--- src/hw/pcc_consts.svh ---
`ifndef PCC_CONSTS_SVH
`define PCC_CONSTS_SVH

// Register indices; byte address is four times the index
`define PCC_CTRL_IDX 12'h01E
`define PCC_STAT_IDX 12'h01F

// Control register layout
`define PCC_CTRL_W 16
`define PCC_CTRL_RST 16'h0000
`define PCC_ON_BIT 0
`define PCC_FPW_LSB 1
`define PCC_FPW_MSB 4
`define PCC_FREQ_LSB 5
`define PCC_FREQ_MSB 7
`define PCC_DUTY_LSB 8
`define PCC_DUTY_MSB 10

// Status register layout
`define PCC_ST_OUT_A 0
`define PCC_ST_OUT_B 1
`define PCC_ST_CARRIER 2
`define PCC_ST_OS_A 3
`define PCC_ST_OS_B 4

// First pulse step: 80 ns at a 10 ns reference clock gives 8 clocks per code
`define PCC_REF_PERIOD_NS 10
`define PCC_FP_STEP_NS_REF 80
`define PCC_FP_CLKS (`PCC_FP_STEP_NS_REF / `PCC_REF_PERIOD_NS)

// Carrier shape: eight phases per period, highest legal duty code
`define PCC_LAST_EIGHTH 3'h7
`define PCC_DUTY_MAX 3'h6

`endif

--- src/hw/pcc_pkg.sv ---
`default_nettype none

package pcc_pkg;

  // Carrier generator state
  typedef struct packed {
    logic [2:0] pre_cnt;
    logic [2:0] eighth;
    logic carrier;
  } pcc_car_s;

  // Chopper and bus slave state
  typedef struct packed {
    logic [15:0] ctrl;
    logic [1:0] pwm_prev;
    logic [1:0][7:0] os_cnt;
    logic [1:0] out;
    logic [31:0] prdata;
    logic pslverr;
  } pcc_chop_s;

endpackage

`default_nettype wire

--- src/hw/pcc_carrier.sv ---
`include "pcc_consts.svh"
`default_nettype none

module pcc_carrier
  import pcc_pkg::*;
(
  // Clock and reset
  input wire logic clk_sys,
  input wire logic sys_rst,
  // Settings
  input wire logic [2:0] freq_sel,
  input wire logic [2:0] duty_sel,
  // Carrier and phase
  output logic carrier,
  output logic [2:0] eighth
);

  pcc_car_s r_reg;
  pcc_car_s r_next;
  logic [2:0] duty_eff;

  // Reserved full-duty code clamps to 7/8
  assign duty_eff = (duty_sel > `PCC_DUTY_MAX) ? `PCC_DUTY_MAX : duty_sel;

  // Prescale by freq_sel+1, then step one eighth of the period
  always_comb begin
    r_next = r_reg;
    if (r_reg.pre_cnt >= freq_sel) begin
      r_next.pre_cnt = 3'h0;
      r_next.eighth = r_reg.eighth + 3'h1;
    end else begin
      r_next.pre_cnt = r_reg.pre_cnt + 3'h1;
    end
    r_next.carrier = (r_reg.eighth <= duty_eff);
  end

  // State register
  always_ff @(posedge clk_sys) begin
    if (sys_rst) begin
      r_reg <= '0;
    end else begin
      r_reg <= r_next;
    end
  end

  assign carrier = r_reg.carrier;
  assign eighth = r_reg.eighth;
endmodule

`default_nettype wire

--- src/hw/pcc_chopper.sv ---
// Chosen here: the APB slave port.
`include "pcc_consts.svh"
`default_nettype none

module pcc_chopper
  import pcc_pkg::*;
(
  // Clock and reset
  input wire logic clk_sys,
  input wire logic sys_rst,
  // APB slave
  input wire logic psel,
  input wire logic penable,
  input wire logic pwrite,
  input wire logic [11:0] paddr,
  input wire logic [31:0] pwdata,
  input wire logic [3:0] pstrb,
  output logic [31:0] prdata,
  output logic pready,
  output logic pslverr,
  // PWM from the dead-band stage
  input wire logic pwm_in_a,
  input wire logic pwm_in_b,
  // Chopped PWM toward the trip stage
  output logic pwm_out_a,
  output logic pwm_out_b
);

  pcc_chop_s r_reg;
  pcc_chop_s r_next;

  logic chopper_on;
  logic [3:0] first_pulse_width;
  logic [2:0] carrier_freq_sel;
  logic [2:0] sustain_duty_sel;
  logic carrier;
  logic [2:0] eighth;
  logic [7:0] fp_total;
  logic [1:0] pwm_in;
  logic [1:0] rise;
  logic [1:0] os_now;
  logic [1:0] out_val;
  logic setup_ph;
  logic access_ph;
  logic hit_ctrl;
  logic hit_stat;
  logic [31:0] stat_word;

  // Register address match, used by the read and write paths
  function automatic logic addr_hit(input logic [11:0] addr, input logic [11:0] idx);
    addr_hit = (addr == {idx[9:0], 2'b00});
  endfunction

  // Control fields, live without any shadow
  assign chopper_on = r_reg.ctrl[`PCC_ON_BIT];
  assign first_pulse_width = r_reg.ctrl[`PCC_FPW_MSB:`PCC_FPW_LSB];
  assign carrier_freq_sel = r_reg.ctrl[`PCC_FREQ_MSB:`PCC_FREQ_LSB];
  assign sustain_duty_sel = r_reg.ctrl[`PCC_DUTY_MSB:`PCC_DUTY_LSB];

  // First pulse length in clocks, 8 to 128
  assign fp_total = 8'(({4'h0, first_pulse_width} + 8'h01) * `PCC_FP_CLKS);

  assign pwm_in = {pwm_in_b, pwm_in_a};

  // Carrier source
  pcc_carrier u_carrier (
    .clk_sys(clk_sys),
    .sys_rst(sys_rst),
    .freq_sel(carrier_freq_sel),
    .duty_sel(sustain_duty_sel),
    .carrier(carrier),
    .eighth(eighth)
  );

  // Per-channel edge detect, one-shot window and output select
  for (genvar ch = 0; ch < 2; ch++) begin : g_chan
    assign rise[ch] = pwm_in[ch] & ~r_reg.pwm_prev[ch];
    assign os_now[ch] = rise[ch] | (r_reg.os_cnt[ch] > 8'h01);
    assign out_val[ch] = chopper_on
      ? (pwm_in[ch] & (os_now[ch] | carrier))
      : pwm_in[ch];
  end

  // Bus phase decode
  assign setup_ph = psel & ~penable;
  assign access_ph = psel & penable;
  assign hit_ctrl = addr_hit(paddr, `PCC_CTRL_IDX);
  assign hit_stat = addr_hit(paddr, `PCC_STAT_IDX);

  // Read-only status view
  always_comb begin
    stat_word = 32'h0000_0000;
    stat_word[`PCC_ST_OUT_A] = r_reg.out[0];
    stat_word[`PCC_ST_OUT_B] = r_reg.out[1];
    stat_word[`PCC_ST_CARRIER] = carrier;
    stat_word[`PCC_ST_OS_A] = (r_reg.os_cnt[0] != 8'h00);
    stat_word[`PCC_ST_OS_B] = (r_reg.os_cnt[1] != 8'h00);
  end

  // Next state
  always_comb begin
    r_next = r_reg;
    r_next.pwm_prev = pwm_in;
    // One-shot counters restart on each PWM rise, cleared when PWM is low
    for (int i = 0; i < 2; i++) begin
      if (!pwm_in[i]) begin
        r_next.os_cnt[i] = 8'h00;
      end else if (rise[i]) begin
        r_next.os_cnt[i] = fp_total;
      end else if (r_reg.os_cnt[i] != 8'h00) begin
        r_next.os_cnt[i] = r_reg.os_cnt[i] - 8'h01;
      end
    end
    r_next.out = out_val;
    // Read data and error captured in the setup cycle
    if (setup_ph) begin
      if (hit_ctrl) begin
        r_next.prdata = {16'h0000, r_reg.ctrl};
        r_next.pslverr = 1'b0;
      end else if (hit_stat) begin
        r_next.prdata = stat_word;
        r_next.pslverr = 1'b0;
      end else begin
        r_next.prdata = 32'h0000_0000;
        r_next.pslverr = 1'b1;
      end
    end
    // Writes land at the access cycle, byte lanes honoured
    if (access_ph && pwrite && hit_ctrl) begin
      if (pstrb[0]) begin
        r_next.ctrl[7:0] = pwdata[7:0];
      end
      if (pstrb[1]) begin
        r_next.ctrl[15:8] = pwdata[15:8];
      end
    end
  end

  // State register
  always_ff @(posedge clk_sys) begin
    if (sys_rst) begin
      r_reg <= '0;
      r_reg.ctrl <= `PCC_CTRL_RST;
    end else begin
      r_reg <= r_next;
    end
  end

  // Zero-wait slave; pready decoded from psel and penable, other outputs from flip-flops
  assign pready = access_ph;
  assign prdata = r_reg.prdata;
  assign pslverr = r_reg.pslverr;
  assign pwm_out_a = r_reg.out[0];
  assign pwm_out_b = r_reg.out[1];

  // Helper: previous-cycle view of inputs and settings
  logic [1:0] in_d;
  logic on_d;
  logic car_d;
  always_ff @(posedge clk_sys) begin
    if (sys_rst) begin
      in_d <= 2'b00;
      on_d <= 1'b0;
      car_d <= 1'b0;
    end else begin
      in_d <= pwm_in;
      on_d <= chopper_on;
      car_d <= carrier;
    end
  end
endmodule

`default_nettype wire

--- config.mk ---
export PLATFORM = sky130hd
export DESIGN_NAME = pcc_chopper
export DESIGN_NICKNAME = d
export VERILOG_FILES = /design/src/hw/pcc_pkg.sv /design/src/hw/pcc_carrier.sv /design/src/hw/pcc_chopper.sv
export VERILOG_INCLUDE_DIRS = /design/src /design/src/hw
export SDC_FILE = /design/constraint.sdc
export NUM_CORES = 1
export LEC_CHECK = 0
export BUFFER_PORTS_ARGS = -buffer_cell sky130_fd_sc_hd__clkbuf_2
export CORE_ASPECT_RATIO = 1.2
export CORE_UTILIZATION = 25
export CTS_CLUSTER_SIZE = 8
export DETAILED_ROUTE_END_ITERATION = 8
export GPL_TIMING_DRIVEN = 0
export SETUP_SLACK_MARGIN = 0.2
export SYNTH_ARGS = -nofsm -noshare
export SYNTH_HDL_FRONTEND = slang
export SYNTH_SLANG_ARGS = --single-unit
--- constraint.sdc ---
create_clock -name clk_sys -period 1.8 [get_ports clk_sys]
set_input_delay 0.09 -clock clk_sys [delete_from_list [all_inputs] [get_ports clk_sys]]
set_output_delay 0.09 -clock clk_sys [all_outputs]
set_load 0.02 [all_outputs]
==> results of run 1 <==
worst max-delay path: stages, from the launching register on:
cell and delay (ns):
dfxtp_4 0.36, or4_4 0.54, nor4_4 0.18, mux2_4 0.33
a211oi_2 0.16
routing by layer:
metal / up-vias / global-route usage / wire length, microns
met5: - / 0 / 0
met4: 0 / 0.06339 / 179
met3: 13 / 0.02639 / 226
met2: 59 / 0.2232 / 3695
met1: 1205 / 0.1463 / 3119
li1: 1281 / - / -
per-stage QoR:
stage                       util  total power, mW
after floorplan                -            1.636
after global placement    0.3038            1.726
after detailed placement  0.3038            1.734
after CTS                 0.3370            3.574
after global routing      0.3428            3.689
final                     0.3428            3.552
worst min-delay path by stage:
stage | startpoint | to | slack [ns] | cells past startpoint
finish | pwdata[8] | r_reg[61] | 0.007 | 3
global route | pwdata[11] | r_reg[64] | 0.03 | 3
CTS | pwdata[6] | carrier_freq_sel[1] | 0.0006 | 3
detailed placement | pwdata[6] | carrier_freq_sel[1] | 0.34 | 3
global placement | pwdata[8] | r_reg[61] | 0.34 | 3
floorplan | pwdata[6] | carrier_freq_sel[1] | 0.24 | 2
cells in the final DEF, fill, tap and decap left out, drive strengths merged, types with 6 or more instances in the layout:
cell type   n
nor3        9
conb       16
inv        15
nand3b     17
nor4        6
a22o       11
nand2      17
ha         14
o21ai      29
mux2i       8
buf        40
clkbuf     73
nor2       21
a21oi       7
dfxtp      60
nand2b     26
xnor2       8
final cells by class:
cell class                      count  area [sq um]  area share
Clock inverter                      6         88.84     0.02230
Clock buffer                       10         229.0     0.05747
Timing Repair Buffer               60         315.3     0.07915
Inverter                           15         58.81     0.01476
Multi-Input combinational cell    229          1599      0.4014
Tap cell                          157         196.4     0.04931
Buffer                             43         286.5     0.07192
Sequential cell                    60          1210      0.3037
timing repair:
item                                    in CTS  in global routing
resized for setup                           12                 10
endpoints found under the setup margin      12                 16
pin swaps                                    4                  5
setup buffers                                2                  4
kinds of logic (layout without fill, tap and decap cells):
kind of cell | after synthesis | after routing
compound gates | 61 | 61
xor+xnor | 11 | 11
fa+ha+maj | 14 | 14
buf+inv | 58 | 134
flops | 60 | 60
mux | 9 | 9
other cells | 1 | 16
simple gates | 118 | 118
report_power, final:
part           leakage, nW  total [mW]  switching (mW)  internal (mW)
Combinational         1.11       0.363           0.192          0.171
Clock                0.149        1.81           0.603           1.21
Sequential           0.488        1.38          0.0247           1.35
==> flow_summary.ini, run 1 <==
[logic_synthesis]
synth_cells = 332
synth_top_family_by_area = simple AND/OR/NAND/NOR gates
ys.flop_type = dfxtp_1
yosys_warnings = 0
yosys.area_share.xor_xnor = 0.03203
synth_area_leader_cell = dfxtp_1
synth-seq-cells = 60
async_flop_share = 0
ys_top_cells_by_area = dfxtp_1, buf_4, ha_1, nand2b_1, nand3b_1
netlist_area_sq_um = 3008
synth_common_cells = dfxtp_1, buf_4, nand2b_1, o21ai_0, nor2_1
synth_top_area_frac = 0.3993
synth_edf_count = 0
yosys.cell_count.top_type = dfxtp_1
synth-compound-area-share = 0.1265
synth.mux.area_fraction = 0.03037
synthAdderAreaFrac = 0.05824
ys_seq_area_frac = 0.3993
synth_cell_types = 43
synth.avg_cell_area_sq_um = 9.060
post_synth_and_or_nand_nor_area_fraction = 0.2384

[grt]
grt_pass1_vias = 2610
grt_max_degree = 12
overflow = 0
grt_first_pass_wirelength_mm = 12.11
grt_use_total = 0.1279
antenna_found_initial = 0

[floorplanning]
die_area_sq_um = 12480
core_sq_um = 11620
die_w_microns = 102.1
initial_core_util = 0.2588
std_cell_rows = 43
die_y_microns = 122.2
pin_count = 91

[clock_network]
cts-root-buf = clkbuf_16
cts_max_level = 3
cts_hold_buf = 0
cts_buffers = 9
cts_buffer_depth = 2
clk_latency_ns = 0.32
cts_sinks = 60
path_clk_slew_ns = 0.05
cts_tree = yes

[setup_path]
endpoint_kind = flip-flop
r2r-start = r_reg[36]
rrSetupSlack_ns = 0.16
startpoint = r_reg[36]
crit_required_ns = 2.05
reg2reg_depth = 4
critPathKind = reg2reg
cp_max_fo = 4
rr_endpoint = r_reg[42]
crit_arrival_ns = 1.89
crit_end = r_reg[42]
start_kind = flip-flop

[layout]
final_net_count = 487
instances_no_fill = 580
final_layout_size_suffix_gt1_frac = 0.3121
filler_cell_count = 1232
num_antenna_cells = 0
largest_reg_flops = 26
area_growth_pct = 32.45
stdcell_area_sq_um = 3984

[status]
outcome = finished clean

[min_path]
min_path_type = in2reg

[timing]
finalWorstSetupSlack_ns = 0.1567
holdWs_ns = 0.006719
fin_crit_sh = 0.9130
final_max_slew_viol_count = 0
finalSetupViolCount = 0
worstMarginPinSlew_ns = 0.5678
period_needed_ns = 1.643
relSlewSlack = 0.6200
skew_ns = 0.006573
max_freq_ghz = 0.6085
finalSetupTns_ns = 0
final_hold_viol_count = 0
rsz0062_at_grt = true

[routing]
wire_per_inst_microns = 12.45
drt-total-wl_mm = 7.221
vias = 2558
drt_pass1_iterations = 4
drc = 0
postRouteAntennaNets = 0
drt-initial-drc-count = 105
vias_per_cell = 4.410

[placed_design]
hpwl_mm = 5.566
gp_congestion = 0.7703
port_buffers = 54
pre_cts_slack_ns = 0.06472
placed_area_sq_um = 3531
dpl.cell_count = 558

[power_and_ir_drop]
vdd_ir_drop_max_uv = 580.7
powerDensity_nw_per_um2 = 891.6
p_leak_nw = 1.743

[job]
maxCapViolCount = 0
No activity file was read; power rests on OpenSTA's default activity.
==> run 2: changes to the inputs <==
Settings changed: CAP_MARGIN set to 20, REMOVE_ABC_BUFFERS set to 1.
Clock period 1.8 ns to 1.6 ns, I/O delays scaled along.
==> flow_summary.ini, run 2 (synthesis results as in run 1) <==
[setup_path]
crit_arrival_ns = 1.96
cp_max_fo = 4
critPathKind = reg2reg
start_kind = flip-flop
crit_required_ns = 1.83
endpoint_kind = flip-flop

[timing]
skew_ns = 0.004095
finalWorstSetupSlack_ns = -0.1306
worstMarginPinSlew_ns = 0.7797
finalSetupViolCount = 2
final_max_slew_viol_count = 0
holdWs_ns = -0.0005063
finalSetupTns_ns = -0.2030
fin_crit_sh = 1.082
max_freq_ghz = 0.5779
relSlewSlack = 0.4802
period_needed_ns = 1.731
final_hold_viol_count = 1
rsz0062_at_grt = true

[routing]
postRouteAntennaNets = 0
drt-initial-drc-count = 113
drc = 0
wire_per_inst_microns = 12.38
drt_pass1_iterations = 4
vias = 2421
drt-total-wl_mm = 6.771
vias_per_cell = 4.426

[clock_network]
clk_latency_ns = 0.32
path_clk_slew_ns = 0.05
cts-root-buf = clkbuf_16
cts_sinks = 60
cts_buffers = 9
cts_tree = yes
cts_max_level = 3
cts_buffer_depth = 2

[placed_design]
gp_congestion = 0.7986
port_buffers = 56
hpwl_mm = 4.946

[layout]
final_layout_size_suffix_gt1_frac = 0.3000
filler_cell_count = 1224
largest_reg_flops = 26
final_common_cell = clkbuf_2
num_antenna_cells = 0
multiInputGateArea_sq_um = 1702
final_net_count = 456
mostFrequentLayoutCells = clkbuf_2, dfxtp_1, nand2b_1
area_growth_pct = 29.62
seq_area_sq_um = 1212
final_util = 0.3355

[floorplanning]
die_y_microns = 122.2
core_sq_um = 11620
die_w_microns = 102.1
die_area_sq_um = 12480
initial_core_util = 0.2588
pin_count = 91
std_cell_rows = 43

[job]
maxCapViolCount = 0

[grt]
overflow = 0
antenna_found_initial = 0
grt_first_pass_wirelength_mm = 11.16
grt_max_degree = 47
grt_pass1_vias = 2369
grt_use_total = 0.1167

[min_path]
min_path_type = in2reg

[status]
outcome = finished, violations left
violations = hold timing, setup timing

[power_and_ir_drop]
vdd_ir_drop_max_uv = 531.6
p_leak_nw = 1.624
powerDensity_nw_per_um2 = 1001
-- run 2: changes by cell type in the layout (fill, tap and decap cells not counted), sizes merged --
| cell | previous run | this run |
|---|---|---|
| clkinvlp | 2 | 0 |
| dlygate4sd3 | 0 | 7 |
| clkinv | 2 | 0 |
| bufinv | 2 | 1 |
| buf | 40 | 9 |
| clkbuf | 73 | 69 |
-- run 2: path summary, 6_finish.rpt --
check             slack, ns                   to          startpoint  cells past startpoint
hold / removal      -0.0005  carrier_freq_sel[1]           pwdata[6]                      3
setup / recovery      -0.13            r_reg[42]           r_reg[38]                      4
hold reg to reg        0.43   u_carrier.r_reg[4]  u_carrier.r_reg[4]                      1
setup reg to reg      -0.13            r_reg[42]           r_reg[38]                      4
-- run 2: metal layers --
metal	global-route usage	vias up	wire, microns
met4	0.03750	0	89
li1	-	1221	-
met5	0	-	0
met3	0.03041	8	191
met2	0.1997	48	3340
met1	0.1410	1144	3150
-- run 2: worst max-delay path: stages, from the launching register on --
cell and delay [ns]:
dfxtp_2 0.33, or4_4 0.57, nor4_4 0.19, mux2_4 0.34
a211oi_2 0.22
-- run 2: metrics by stage --
stage | area [sq um] | setup slack [ns] | hold WS (ns) | power, mW | cells
6_report | 3899 | -0.1306 | -0.0005063 | 3.901 | 547
5_1_grt | 3899 | -0.1782 | 0.004386 | 4.085 | 547
3_5_place_dp | 3273 | -0.2915 | 0.3281 | 1.916 | 519
2_1_floorplan | 2778 | -0.02786 | 0.1491 | 1.794 | 304
4_1_cts | 3760 | -0.1390 | 0.001541 | 3.933 | 544
3_3_place_gp | 3254 | -0.5862 | 0.3223 | 1.903 | 517
-- run 2: area by class of cell --
| cell class | count | share of cell area |
|---|---|---|
| Clock buffer | 13 | 0.07189 |
| Clock inverter | 1 | 0.007702 |
| Sequential cell | 60 | 0.3110 |
| Inverter | 15 | 0.01444 |
| Multi-Input combinational cell | 229 | 0.4365 |
| Tap cell | 157 | 0.05038 |
| Timing Repair Buffer | 72 | 0.1082 |
-- run 2: what timing repair did --
item | CTS | global route
hold endpoints to repair | 7 | 0
buffers inserted | 4 | 3
endpoints found under the setup margin | 39 | 36
resized for setup | 16 | 25
hold buffers | 7 | 0
pin swaps | 4 | 11
-- run 2: where the power goes --
group	switching, mW	internal (mW)
clock	0.603	1.35
sequential	0.0302	1.53
combinational	0.208	0.180
==> run 3: changes to the inputs <==
Settings changed: PLACE_DENSITY_LB_ADDON set to 0.08.
==> flow_summary.ini, run 3 (synthesis results as in run 1) <==
[status]
outcome = finished, violations left
violations = setup timing

[min_path]
min_path_type = in2reg

[layout]
largest_reg_flops = 26
final_net_count = 461
mostFrequentLayoutCells = clkbuf_2, dfxtp_1, nand2b_1
final_common_cell = clkbuf_2
num_antenna_cells = 0
area_growth_pct = 30.16
instances_no_fill = 553
final_layout_size_suffix_gt1_frac = 0.3182

[routing]
vias = 2400
drc = 0
drt-initial-drc-count = 43
drt_pass1_iterations = 4
wire_per_inst_microns = 12.93
drt-total-wl_mm = 7.151
postRouteAntennaNets = 0
vias_per_cell = 4.340

[setup_path]
slowest_delay_ns = 0.56
cp_top_family = simple AND/OR/NAND/NOR gates
endpoint_kind = flip-flop
crit_required_ns = 1.85
crit_path_top_delay_cell = or4_4
crit_arrival_ns = 1.92
critPathKind = reg2reg
cp_max_fo = 4
crit_chain = or4_4 -> nor4_4 -> mux2_4 -> a211oi_2
worst-path-buf-inv = 0
start_kind = flip-flop

[floorplanning]
die_w_microns = 102.1
pin_count = 91
initial_core_util = 0.2588
die_area_sq_um = 12480
die_y_microns = 122.2
std_cell_rows = 43
core_sq_um = 11620

[grt]
grt_max_degree = 47
grt_use_total = 0.1255
overflow = 0
grt_pass1_vias = 2381
grt_first_pass_wirelength_mm = 11.76
antenna_found_initial = 0

[timing]
skew_ns = 0.008649
final_max_slew_viol_count = 0
period_needed_ns = 1.672
worstMarginPinSlew_ns = 0.7533
finalSetupViolCount = 2
holdWs_ns = 0.01027
fin_crit_sh = 1.045
relSlewSlack = 0.4978
rsz0062_at_grt = true
max_freq_ghz = 0.5981
final_hold_viol_count = 0
finalWorstSetupSlack_ns = -0.07194

[placed_design]
hpwl_mm = 4.987
pre_cts_slack_ns = -0.2525
port_buffers = 56
dpl.cell_count = 518
gp_congestion = 0.7346

[clock_network]
clk_latency_ns = 0.32
path_clk_slew_ns = 0.05
cts-root-buf = clkbuf_16
cts_buffer_depth = 2
cts_tree = yes
cts_buffers = 9
cts_sinks = 60
cts_max_level = 3

[power_and_ir_drop]
vdd_ir_drop_max_uv = 435.4
finalPower_mw = 3.637
powerDensity_nw_per_um2 = 929.1
p_leak_nw = 1.617

[job]
maxCapViolCount = 0
[run 3: tightest hold or removal path: stages]
cell      delay, ns
clkbuf_2       0.08
nand2b_1       0.05
o21ai_0        0.06
[run 3: repair_timing]
action                                  4_1_cts  5_1_grt
pin swaps                                    10        9
hold buffers                                  9        0
gates resized for setup                      30       21
endpoints found under the setup margin       46       36
buffers inserted                              9        2
hold endpoints to repair                      9        0
[run 3: per-layer routing]
layer | global-route usage | share of wire | wire [microns]
met1 | 0.1458 | 0.43 | 3095
met2 | 0.2169 | 0.52 | 3728
met3 | 0.03328 | 0.030 | 214
met4 | 0.04911 | 0.016 | 112
met5 | 0 | 0 | 0
[run 3: layout make-up]
| cell class | instances | area (sq um) |
|---|---|---|
| Clock buffer | 10 | 229.0 |
| Sequential cell | 60 | 1214 |
| Fill cell | 1260 | 7706 |
| Tap cell | 157 | 196.4 |
| Clock inverter | 5 | 30.03 |
| Multi-Input combinational cell | 229 | 1720 |
| Timing Repair Buffer | 77 | 466.7 |
| Inverter | 15 | 58.81 |
[run 3: final timing paths]
check / startpoint / endpoint / slack [ns] / cells after the start
max: r_reg[35] / r_reg[42] / -0.07 / 4
min: pwdata[1] / first_pulse_width[0] / 0.01 / 3
min reg2reg: u_carrier.r_reg[4] / u_carrier.r_reg[4] / 0.44 / 1
max reg2reg: r_reg[35] / r_reg[42] / -0.07 / 4
[run 3: per-stage QoR]
stage	setup TNS [ns]	utilization	instance area, sq um
finish	-0.08689	0.3369	3915
global route	-0.3040	0.3369	3915
CTS	-0.1246	0.3282	3814
detailed placement	-6.798	0.2809	3264
global placement	-14.07	0.2800	3254
floorplan	-0.02786	-	2778
[run 3: power breakdown]
group          switching, mW  internal (mW)  leakage, nW
logic                  0.213          0.190         1.00
clock network          0.654           1.03        0.124
registers             0.0299           1.52        0.491
